### src/scl_pkg.sv
// Package for the serial control/status/lock command block
package scl_pkg;

  // ****************************************
  // Opcodes
  // ****************************************
  localparam logic [7:0] OP_WRITE_CONTROL = 8'h0A;
  localparam logic [7:0] OP_READ_STATUS   = 8'h0B;
  localparam logic [7:0] OP_LOCK_PART     = 8'h01;

  // ****************************************
  // Register map (word-aligned byte addresses)
  // ****************************************
  localparam logic [3:0] ADR_CONTROL  = 4'h0;
  localparam logic [3:0] ADR_FLAGS    = 4'h4;
  localparam logic [3:0] ADR_LOCK     = 4'h8;
  localparam logic [3:0] ADR_IRQ_STAT = 4'hC;

  // Second page of the map
  localparam logic [4:0] ADR_IRQ_CLR  = 5'h10;
  localparam logic [4:0] ADR_IRQ_EN   = 5'h14;
  localparam logic [4:0] ADR_WR_CHECK = 5'h18;

  // ****************************************
  // Field layout and reset values
  // ****************************************
  localparam int          CTRL_W      = 16;
  localparam int          FLAG_W      = 3;
  localparam int          LOCK_W      = 3;
  localparam int          ADDR_W      = 9;
  localparam int          IRQ_W       = 4;
  localparam logic [15:0] CTRL_RST    = 16'h0000;
  localparam logic [2:0]  LOCK_RST    = 3'h0;
  localparam int          IRQ_CTRL    = 0;
  localparam int          IRQ_STAT_RD = 1;
  localparam int          IRQ_LOCK    = 2;
  localparam int          IRQ_ABORT   = 3;
  localparam int          BIT_CNT_W   = 5;
  localparam logic [4:0]  BITS_OP     = 5'h08;
  localparam logic [4:0]  BITS_LOCK   = 5'h10;
  localparam logic [4:0]  BITS_CTRL   = 5'h18;

  // Control register fields
  typedef struct packed {
    logic       sleep;
    logic [1:0] gain;
    logic [3:0] balance;
    logic [1:0] fet;
    logic [6:0] spare;
  } scl_ctrl_t;

  // Serial pins after synchronisation
  typedef struct packed {
    logic sck;
    logic sdi;
    logic cs_n;
  } scl_pins_t;

endpackage : scl_pkg

### src/scl_lock_map.sv
// Lock partition decode: is an array address protected
`timescale 1ns/100ps
module scl_lock_map
  import scl_pkg::*;
(
  // Partition and address
  input  wire logic [LOCK_W-1:0] part_i,
  input  wire logic [ADDR_W-1:0] addr_i,
  // Result
  output logic                   locked_o
);

  // Eight configurations: 0 none, 1..3 upper quarter/half/all, 4..7 lower ranges
  logic [ADDR_W-1:0] lo_bound;
  logic [ADDR_W-1:0] hi_bound;
  logic              any_lock;

  always_comb begin
    lo_bound = 9'h000;
    hi_bound = 9'h000;
    any_lock = 1'b1;
    case (part_i)
      3'h0: any_lock = 1'b0;
      3'h1: begin lo_bound = 9'h180; hi_bound = 9'h1FF; end
      3'h2: begin lo_bound = 9'h100; hi_bound = 9'h1FF; end
      3'h3: begin lo_bound = 9'h000; hi_bound = 9'h1FF; end
      3'h4: begin lo_bound = 9'h000; hi_bound = 9'h03F; end
      3'h5: begin lo_bound = 9'h000; hi_bound = 9'h07F; end
      3'h6: begin lo_bound = 9'h000; hi_bound = 9'h0FF; end
      default: begin lo_bound = 9'h000; hi_bound = 9'h17F; end
    endcase
  end

  assign locked_o = any_lock && (addr_i >= lo_bound) && (addr_i <= hi_bound);

endmodule : scl_lock_map

### src/scl_core.sv
// Serial command interpreter: control write, status read, lock partition
//
// Summary of operation
// - Control write command overwrites the volatile control register with its data.
// - Control register drives FET, balance, gain outputs and sleep request.
// - No enable or busy wait; next command accepted right after.
// - Status read command shifts out three flags: regulator ready, two faults.
// - Lock command picks one of eight array protection configurations.
// - Writes to addresses inside the locked portion are suppressed; here the core only reports whether an address is locked, via ADR_WR_CHECK.
// - Control write opcode 0x0A, followed by two data bytes loaded.
// - Status read opcode 0x0B, status returned on serial output.
// - Lock opcode 0x01, followed by one partition byte.
// - All bytes MSB first; chip select held low for whole command.
//
// Chosen here: register access over Wishbone and the register addresses.
`timescale 1ns/100ps
module scl_core
  import scl_pkg::*;
(
  // Clock and reset
  input  wire logic              clk_i,
  input  wire logic              rst_i,
  // Wishbone slave
  input  wire logic              cyc_i,
  input  wire logic              stb_i,
  input  wire logic              we_i,
  input  wire logic [4:0]        adr_i,
  input  wire logic [3:0]        sel_i,
  input  wire logic [31:0]       dat_i,
  output logic      [31:0]       dat_o,
  output logic                   ack_o,
  // Serial link pins
  input  wire logic              sck_i,
  input  wire logic              sdi_i,
  input  wire logic              cs_n_i,
  output logic                   sdo_o,
  output logic                   sdo_oe_o,
  // Device status sources
  input  wire logic [FLAG_W-1:0] flags_i,
  // Device controls
  output logic      [1:0]        fet_o,
  output logic      [3:0]        balance_o,
  output logic      [1:0]        gain_o,
  output logic                   sleep_o,
  output logic      [LOCK_W-1:0] lock_part_o,
  output logic                   irq_o
);

  // ****************************************
  // Pin synchronisers
  // ****************************************
  scl_pins_t pin_meta;
  scl_pins_t pin_sync;
  logic      sck_prev;

  always_ff @(posedge clk_i) begin
    pin_meta <= '{sck: sck_i, sdi: sdi_i, cs_n: cs_n_i};
    pin_sync <= pin_meta;
    sck_prev <= pin_sync.sck;
  end

  wire sck_rise = pin_sync.sck & ~sck_prev;
  wire sck_fall = ~pin_sync.sck & sck_prev;
  wire selected = ~pin_sync.cs_n;

  // ****************************************
  // Command state machine
  // ****************************************
  typedef enum logic [3:0] {
    ST_IDLE   = 4'b0001,
    ST_CTRL   = 4'b0010,
    ST_STATUS = 4'b0100,
    ST_LOCK   = 4'b1000
  } scl_state_t;

  scl_state_t            state;
  scl_state_t            next_state;
  logic [BIT_CNT_W-1:0]  bit_cnt;
  logic [23:0]           shift_in;
  logic [7:0]            shift_out;
  scl_ctrl_t             ctrl;
  logic [LOCK_W-1:0]     lock_part;
  logic [FLAG_W-1:0]     flags_meta;
  logic [FLAG_W-1:0]     flags_sync;

  wire [23:0] next_shift = {shift_in[22:0], pin_sync.sdi};
  wire [BIT_CNT_W-1:0] next_cnt = bit_cnt + 5'h01;
  wire op_done   = sck_rise && (next_cnt == BITS_OP);
  wire ctrl_done = sck_rise && (state == ST_CTRL) && (next_cnt == BITS_CTRL);
  wire lock_done = sck_rise && (state == ST_LOCK) && (next_cnt == BITS_LOCK);
  wire stat_start = op_done && (state == ST_IDLE) && (next_shift[7:0] == OP_READ_STATUS);
  wire cs_abort  = ~selected && (state == ST_CTRL);

  always_comb begin
    next_state = state;
    case (state)
      ST_IDLE: begin
        if (op_done) begin
          case (next_shift[7:0])
            OP_WRITE_CONTROL: next_state = ST_CTRL;
            OP_READ_STATUS:   next_state = ST_STATUS;
            OP_LOCK_PART:     next_state = ST_LOCK;
            default:          next_state = ST_IDLE;
          endcase
        end
      end
      ST_CTRL:   if (ctrl_done) next_state = ST_IDLE;
      ST_LOCK:   if (lock_done) next_state = ST_IDLE;
      ST_STATUS: next_state = ST_STATUS;
      default:   next_state = ST_IDLE;
    endcase
    if (!selected) next_state = ST_IDLE;
  end

  // Unknown opcodes park the interpreter until chip select rises
  always_ff @(posedge clk_i) begin
    if (rst_i || !selected) begin
      bit_cnt <= '0;
    end else if (sck_rise && bit_cnt != BITS_CTRL) begin
      bit_cnt <= next_cnt;
    end
  end

  always_ff @(posedge clk_i) begin
    if (rst_i) begin
      state    <= ST_IDLE;
      shift_in <= '0;
    end else begin
      state <= next_state;
      if (sck_rise) shift_in <= next_shift;
    end
  end

  // ****************************************
  // Control and lock registers
  // ****************************************
  logic wb_wr;
  logic wb_ctrl_wr;
  logic wb_lock_wr;

  always_ff @(posedge clk_i) begin
    if (rst_i) begin
      ctrl      <= CTRL_RST;
      lock_part <= LOCK_RST;
    end else begin
      if (ctrl_done) ctrl <= next_shift[15:0];
      else if (wb_ctrl_wr) ctrl <= dat_i[15:0];
      if (lock_done) lock_part <= next_shift[LOCK_W-1:0];
      else if (wb_lock_wr) lock_part <= dat_i[LOCK_W-1:0];
    end
  end

  always_ff @(posedge clk_i) begin
    fet_o       <= ctrl.fet;
    balance_o   <= ctrl.balance;
    gain_o      <= ctrl.gain;
    sleep_o     <= ctrl.sleep;
    lock_part_o <= lock_part;
    flags_meta  <= flags_i;
    flags_sync  <= flags_meta;
  end

  // ****************************************
  // Status shift out, changes on falling clock
  // ****************************************
  always_ff @(posedge clk_i) begin
    if (rst_i || !selected) begin
      shift_out <= '0;
      sdo_o     <= 1'b0;
      sdo_oe_o  <= 1'b0;
    end else if (stat_start) begin
      shift_out <= {5'h00, flags_sync};
      sdo_oe_o  <= 1'b1;
    end else if (state == ST_STATUS && sck_fall) begin
      sdo_o     <= shift_out[7];
      shift_out <= {shift_out[6:0], 1'b0};
    end
  end

  // ****************************************
  // Interrupts
  // ****************************************
  logic [IRQ_W-1:0] irq_stat;
  logic [IRQ_W-1:0] irq_en;
  logic [IRQ_W-1:0] irq_clr;
  logic [IRQ_W-1:0] irq_evt;

  assign irq_evt = {cs_abort, lock_done, stat_start, ctrl_done};

  always_ff @(posedge clk_i) begin
    if (rst_i) begin
      irq_stat <= '0;
      irq_o    <= 1'b0;
    end else begin
      // Set wins over a simultaneous clear
      irq_stat <= (irq_stat & ~irq_clr) | irq_evt;
      irq_o    <= |(irq_stat & irq_en);
    end
  end

  // ****************************************
  // Wishbone slave, one wait state
  // ****************************************
  logic [ADDR_W-1:0] chk_addr;
  logic              chk_locked;

  scl_lock_map u_lock_map (
    .part_i   (lock_part),
    .addr_i   (chk_addr),
    .locked_o (chk_locked)
  );

  wire wb_req = cyc_i && stb_i && !ack_o;
  assign wb_wr      = wb_req && we_i && sel_i[0];
  assign wb_ctrl_wr = wb_wr && (adr_i == {1'b0, ADR_CONTROL});
  assign wb_lock_wr = wb_wr && (adr_i == {1'b0, ADR_LOCK});
  assign irq_clr    = (wb_wr && adr_i == ADR_IRQ_CLR) ? dat_i[IRQ_W-1:0] : '0;

  logic [31:0] rd_mux;
  always_comb begin
    case (adr_i)
      {1'b0, ADR_CONTROL}:  rd_mux = {16'h0000, ctrl};
      {1'b0, ADR_FLAGS}:    rd_mux = {29'h0, flags_sync};
      {1'b0, ADR_LOCK}:     rd_mux = {29'h0, lock_part};
      {1'b0, ADR_IRQ_STAT}: rd_mux = {28'h0, irq_stat};
      ADR_IRQ_EN:           rd_mux = {28'h0, irq_en};
      ADR_WR_CHECK:         rd_mux = {22'h0, chk_locked, chk_addr};
      default:              rd_mux = 32'h0000_0000;
    endcase
  end

  always_ff @(posedge clk_i) begin
    if (rst_i) begin
      ack_o    <= 1'b0;
      dat_o    <= '0;
      irq_en   <= '0;
      chk_addr <= '0;
    end else begin
      ack_o <= wb_req;
      dat_o <= rd_mux;
      if (wb_wr && adr_i == ADR_IRQ_EN) irq_en <= dat_i[IRQ_W-1:0];
      if (wb_wr && adr_i == ADR_WR_CHECK) chk_addr <= dat_i[ADDR_W-1:0];
    end
  end

endmodule : scl_core

### config.mk
export PLATFORM = sky130hd
export DESIGN_NAME = scl_core
export DESIGN_NICKNAME = d
export VERILOG_FILES = /design/src/scl_pkg.sv /design/src/scl_lock_map.sv /design/src/scl_core.sv
export SDC_FILE = /design/constraint.sdc
export NUM_CORES = 1
export LEC_CHECK = 0
export BUFFER_PORTS_ARGS = -buffer_cell sky130_fd_sc_hd__buf_2
export CORE_UTILIZATION = 49
export DETAILED_ROUTE_END_ITERATION = 12
export PLACE_DENSITY = 0.8
export SETUP_SLACK_MARGIN = 0.05
export SLEW_MARGIN = 20
export SYNTH_ARGS = -nofsm -noshare
export SYNTH_HDL_FRONTEND = slang
export SYNTH_SLANG_ARGS = --single-unit
### constraint.sdc
create_clock -name clk_i -period 2 [get_ports clk_i]
set_input_delay 0.3 -clock clk_i [delete_from_list [all_inputs] [get_ports clk_i]]
set_output_delay 0.3 -clock clk_i [all_outputs]
set_load 0.005 [all_outputs]
==> flow_metrics.env <==
export IMPL_core_area_um2=9240
export IMPL_route_detailed_wl_per_inst_um=14.9
export IMPL_grtUsageTotal=0.230
export IMPL_cts_max_path_buffers=2
export IMPL_post_place_cells=697
export IMPL_synthesized_area_per_cell_um2=9.22
export IMPL_die_span_y_um=99.5
export IMPL_overflow_after_grt=0
export IMPL_synth_edff_count=0
export IMPL_remaining_drc_errors=0
export IMPL_port_buffers=64
export IMPL_rsz0062_at_grt="true"
export IMPL_cell_type_with_the_highest_aggregate_area_in_the_netlist="dfxtp_1"
export IMPL_place_congestion=0.959
export IMPL_clock_skew_final_ps=7.21
export IMPL_post_synth_most_frequent_cells="dfxtp_1 (113), nand2_1 (67), nor2_1 (59)"
export IMPL_drt_pre_antenna_iters=5
export IMPL_first_iter_violations=305
export IMPL_initial_core_utilization=0.504
export IMPL_critical_path_class="register to register"
export IMPL_seq_area_frac_synth=0.486
export IMPL_grt_antenna_before_repair=0
export IMPL_vias=3997
export IMPL_clk_latency_ps=510
export IMPL_numCtsBuffers=17
export IMPL_leakagePower_uw=0.00241
export IMPL_worst_path_max_fanout=5
export IMPL_slowest_stage="or3_4"
export IMPL_post_synth_top_count_cell="dfxtp_1"
export IMPL_worst_ir_drop_vdd_uv=534
export IMPL_cts_tree="done"
export IMPL_fp_dieArea_um2=9900
export IMPL_timing_max_slew_rel_slack=0.585
export IMPL_share_of_final_layout_standard_cells_stronger_than_drive_strength_1=0.252
export IMPL_post_route_cell_area_um2=5910
export IMPL_finalWorstPathRequiredPeriod_ps=1990
export IMPL_status="complete, no violations"
export IMPL_postRouteAntennaNets=0
export IMPL_postSynthCellCount=505
export IMPL_critical_path_max_stage_delay_ps=410
export IMPL_start_kind="register"
export IMPL_timing_hold_ws_ps=29.9
export IMPL_grt_max_degree=34
export IMPL_cp_end_kind="register"
export IMPL_first_global_vias=3921
export IMPL_setup_viol_count_final=0
export IMPL_hold_class="input port to register"
export IMPL_cp_required_ps=2410
export IMPL_cts_clk_pin_slew_worst_paths_ps=60
export IMPL_tightestPinTransition_ps=623
export IMPL_antenna_cells=0
export IMPL_boundaryPins=100
export IMPL_die_boundary_width_um=99.5
export IMPL_worst_endpoint_arrival_ps=2400
export IMPL_path_cells="or3_4 -> inv_4 -> ha_1 -> nor2b_1 -> o21bai_1 -> a31oi_1 -> a211oi_2 -> a31oi_1 -> o41ai_1"
export IMPL_yosysWarningCount=0
export IMPL_crit_path_frequent_cell="a31oi_1"
export IMPL_final_nets=660
export IMPL_final_instance_count_excl_fill=736
export IMPL_area_delta_synth_final_pct=26.9
export IMPL_synthesis_stage_register_bit_count=113
export IMPL_yosys_most_used_dff="dfxtp_1"
export IMPL_setup_tns_final_ps=0
export IMPL_place_detailed_hpwl_um=7160
export IMPL_grt_pass1_wl_um=17800
export IMPL_detail_route_wirelength_um=11000
export IMPL_async_reset_ff_frac=0
export IMPL_drv_slew=0
export IMPL_ctsHtreeMaxLevel=4
export IMPL_post_synthesis_cell_type_count=52
export IMPL_placedInstanceArea_um2=5160
export IMPL_cts_sinks=113
export IMPL_period_share=0.994
export IMPL_max_cap_viol_count=0
export IMPL_post_dr_vias_cell=5.43
export IMPL_power_density_cell_area_nw_per_um2=899
export IMPL_ctsRootBufferMaster="clkbuf_8"
export IMPL_synth_area_top_cells="dfxtp_1 (49%), mux2i_1 (7.1%), nand2_1 (5.4%), nor2_1 (4.8%), a21oi_1 (4.0%)"
export IMPL_timing_final_hold_violations=0
export IMPL_synthesis_area_um2=4660
export IMPL_fp_row_count=35
export IMPL_maxClockFrequency_mhz=503
export IMPL_yosys_area_top_type_share=0.486
==> metrics by stage <==
| stage | total power [uW] | setup slack [ps] | util |
|---|---|---|---|
| after detailed placement | 2470 | -3.32 | 0.559 |
| after CTS | 5320 | 16.8 | 0.630 |
| final | 5310 | 12.8 | 0.640 |
| after global routing | 5460 | -79.7 | 0.640 |
| after global placement | 2470 | 68.1 | 0.559 |
| after floorplan | 2430 | 120 | - |
==> critical path, delay by kind of cell, from the launching register on <==
| family | cells | cell delay (ps) |
|---|---|---|
| AOI/OAI and AO/OA | 5 | 690 |
| and+or+nand+nor | 2 | 550 |
| DFF | 1 | 310 |
| adders and majority gates | 1 | 240 |
| buffers and inverters | 1 | 90 |
==> report_power, final <==
| part | internal [uW] | switching, uW |
|---|---|---|
| logic | 59.4 | 94.2 |
| clock network | 1780 | 1090 |
| registers | 2270 | 15.1 |
| total | 4110 | 1200 |
==> per-layer routing <==
layer / up-vias / part of all wire / track usage
li1: 1920 / - / -
met1: 1885 / 0.41 / 0.257
met2: 147 / 0.51 / 0.392
met3: 45 / 0.052 / 0.0618
met4: 0 / 0.035 / 0.137
met5: - / 0 / 0
==> flip-flops by register name (all words and copies together), names as in the netlist, 4 cells and up <==
signal     cells
shift_in      15
ctrl          16
dat_o         16
chk_addr       9
balance_o      4
state          4
bit_cnt        5
irq_en         4
irq_stat       4
shift_out      8
==> layout by cell type (no fill, tap or decap), drive strengths merged, types with 2 or more instances in the layout <==
cell and n:
a211oi 21, a21boi 2, a21o 4, a21oi 37, a222oi 4, a22oi 13
a31oi 6, and2 7, buf 89, bufinv 2, clkbuf 17, clkinv 7
clkinvlp 3, conb 16, dfxtp 113, dlygate4sd3 6, ha 14, inv 12
mux2i 33, nand2 67, nand2b 7, nand3 12, nand3b 2, nand4 3
nor2 59, nor2b 2, nor3 8, nor3b 3, nor4 3, o21ai 4
or3 7, or4 2, xnor2 4, xor2 4
==> cell type report <==
type                    count  area [um^2]
flip-flops and latches    113         2270
repair buffers             95          593
well taps                 129          161
fillers                   688         3330
clock buffers              17          414
multi-input cells         358         2270
inverters                   9         36.3
clock inverters            15          159
==> kinds of logic after synthesis <==
kind of cell / after synthesis / share of synthesized area
muxes: 33 / 0.0709
adders and majority gates: 15 / 0.0398
and+or+nand+nor: 188 / 0.188
buffers and inverters: 49 / 0.0607
xor gates and xnor gates: 8 / 0.0150
AOI/OAI and AO/OA: 98 / 0.139
other: 1 / 0.000805
DFF: 113 / 0.486
==> path summary, 6_finish.rpt <==
check | from | end | slack [ps] | depth (start not counted)
max | lock_part[2] | dat_o[9] | 10 | 9
min reg2reg | flags_meta[0] | flags_sync[0] | 330 | 0
max reg2reg | lock_part[2] | dat_o[9] | 10 | 9
min | stb_i | ack_o | 30 | 3
==> repair_timing <==
| item | in CTS | in global routing |
|---|---|---|
| endpoints found under the hold margin | 6 | 0 |
| hold buffers | 6 | 0 |
| setup endpoints to repair | 17 | 32 |
| pin swaps | 0 | 8 |
| buffers inserted | 0 | 1 |
| gates resized for setup | 6 | 22 |
(Power assumes the default switching activity.)
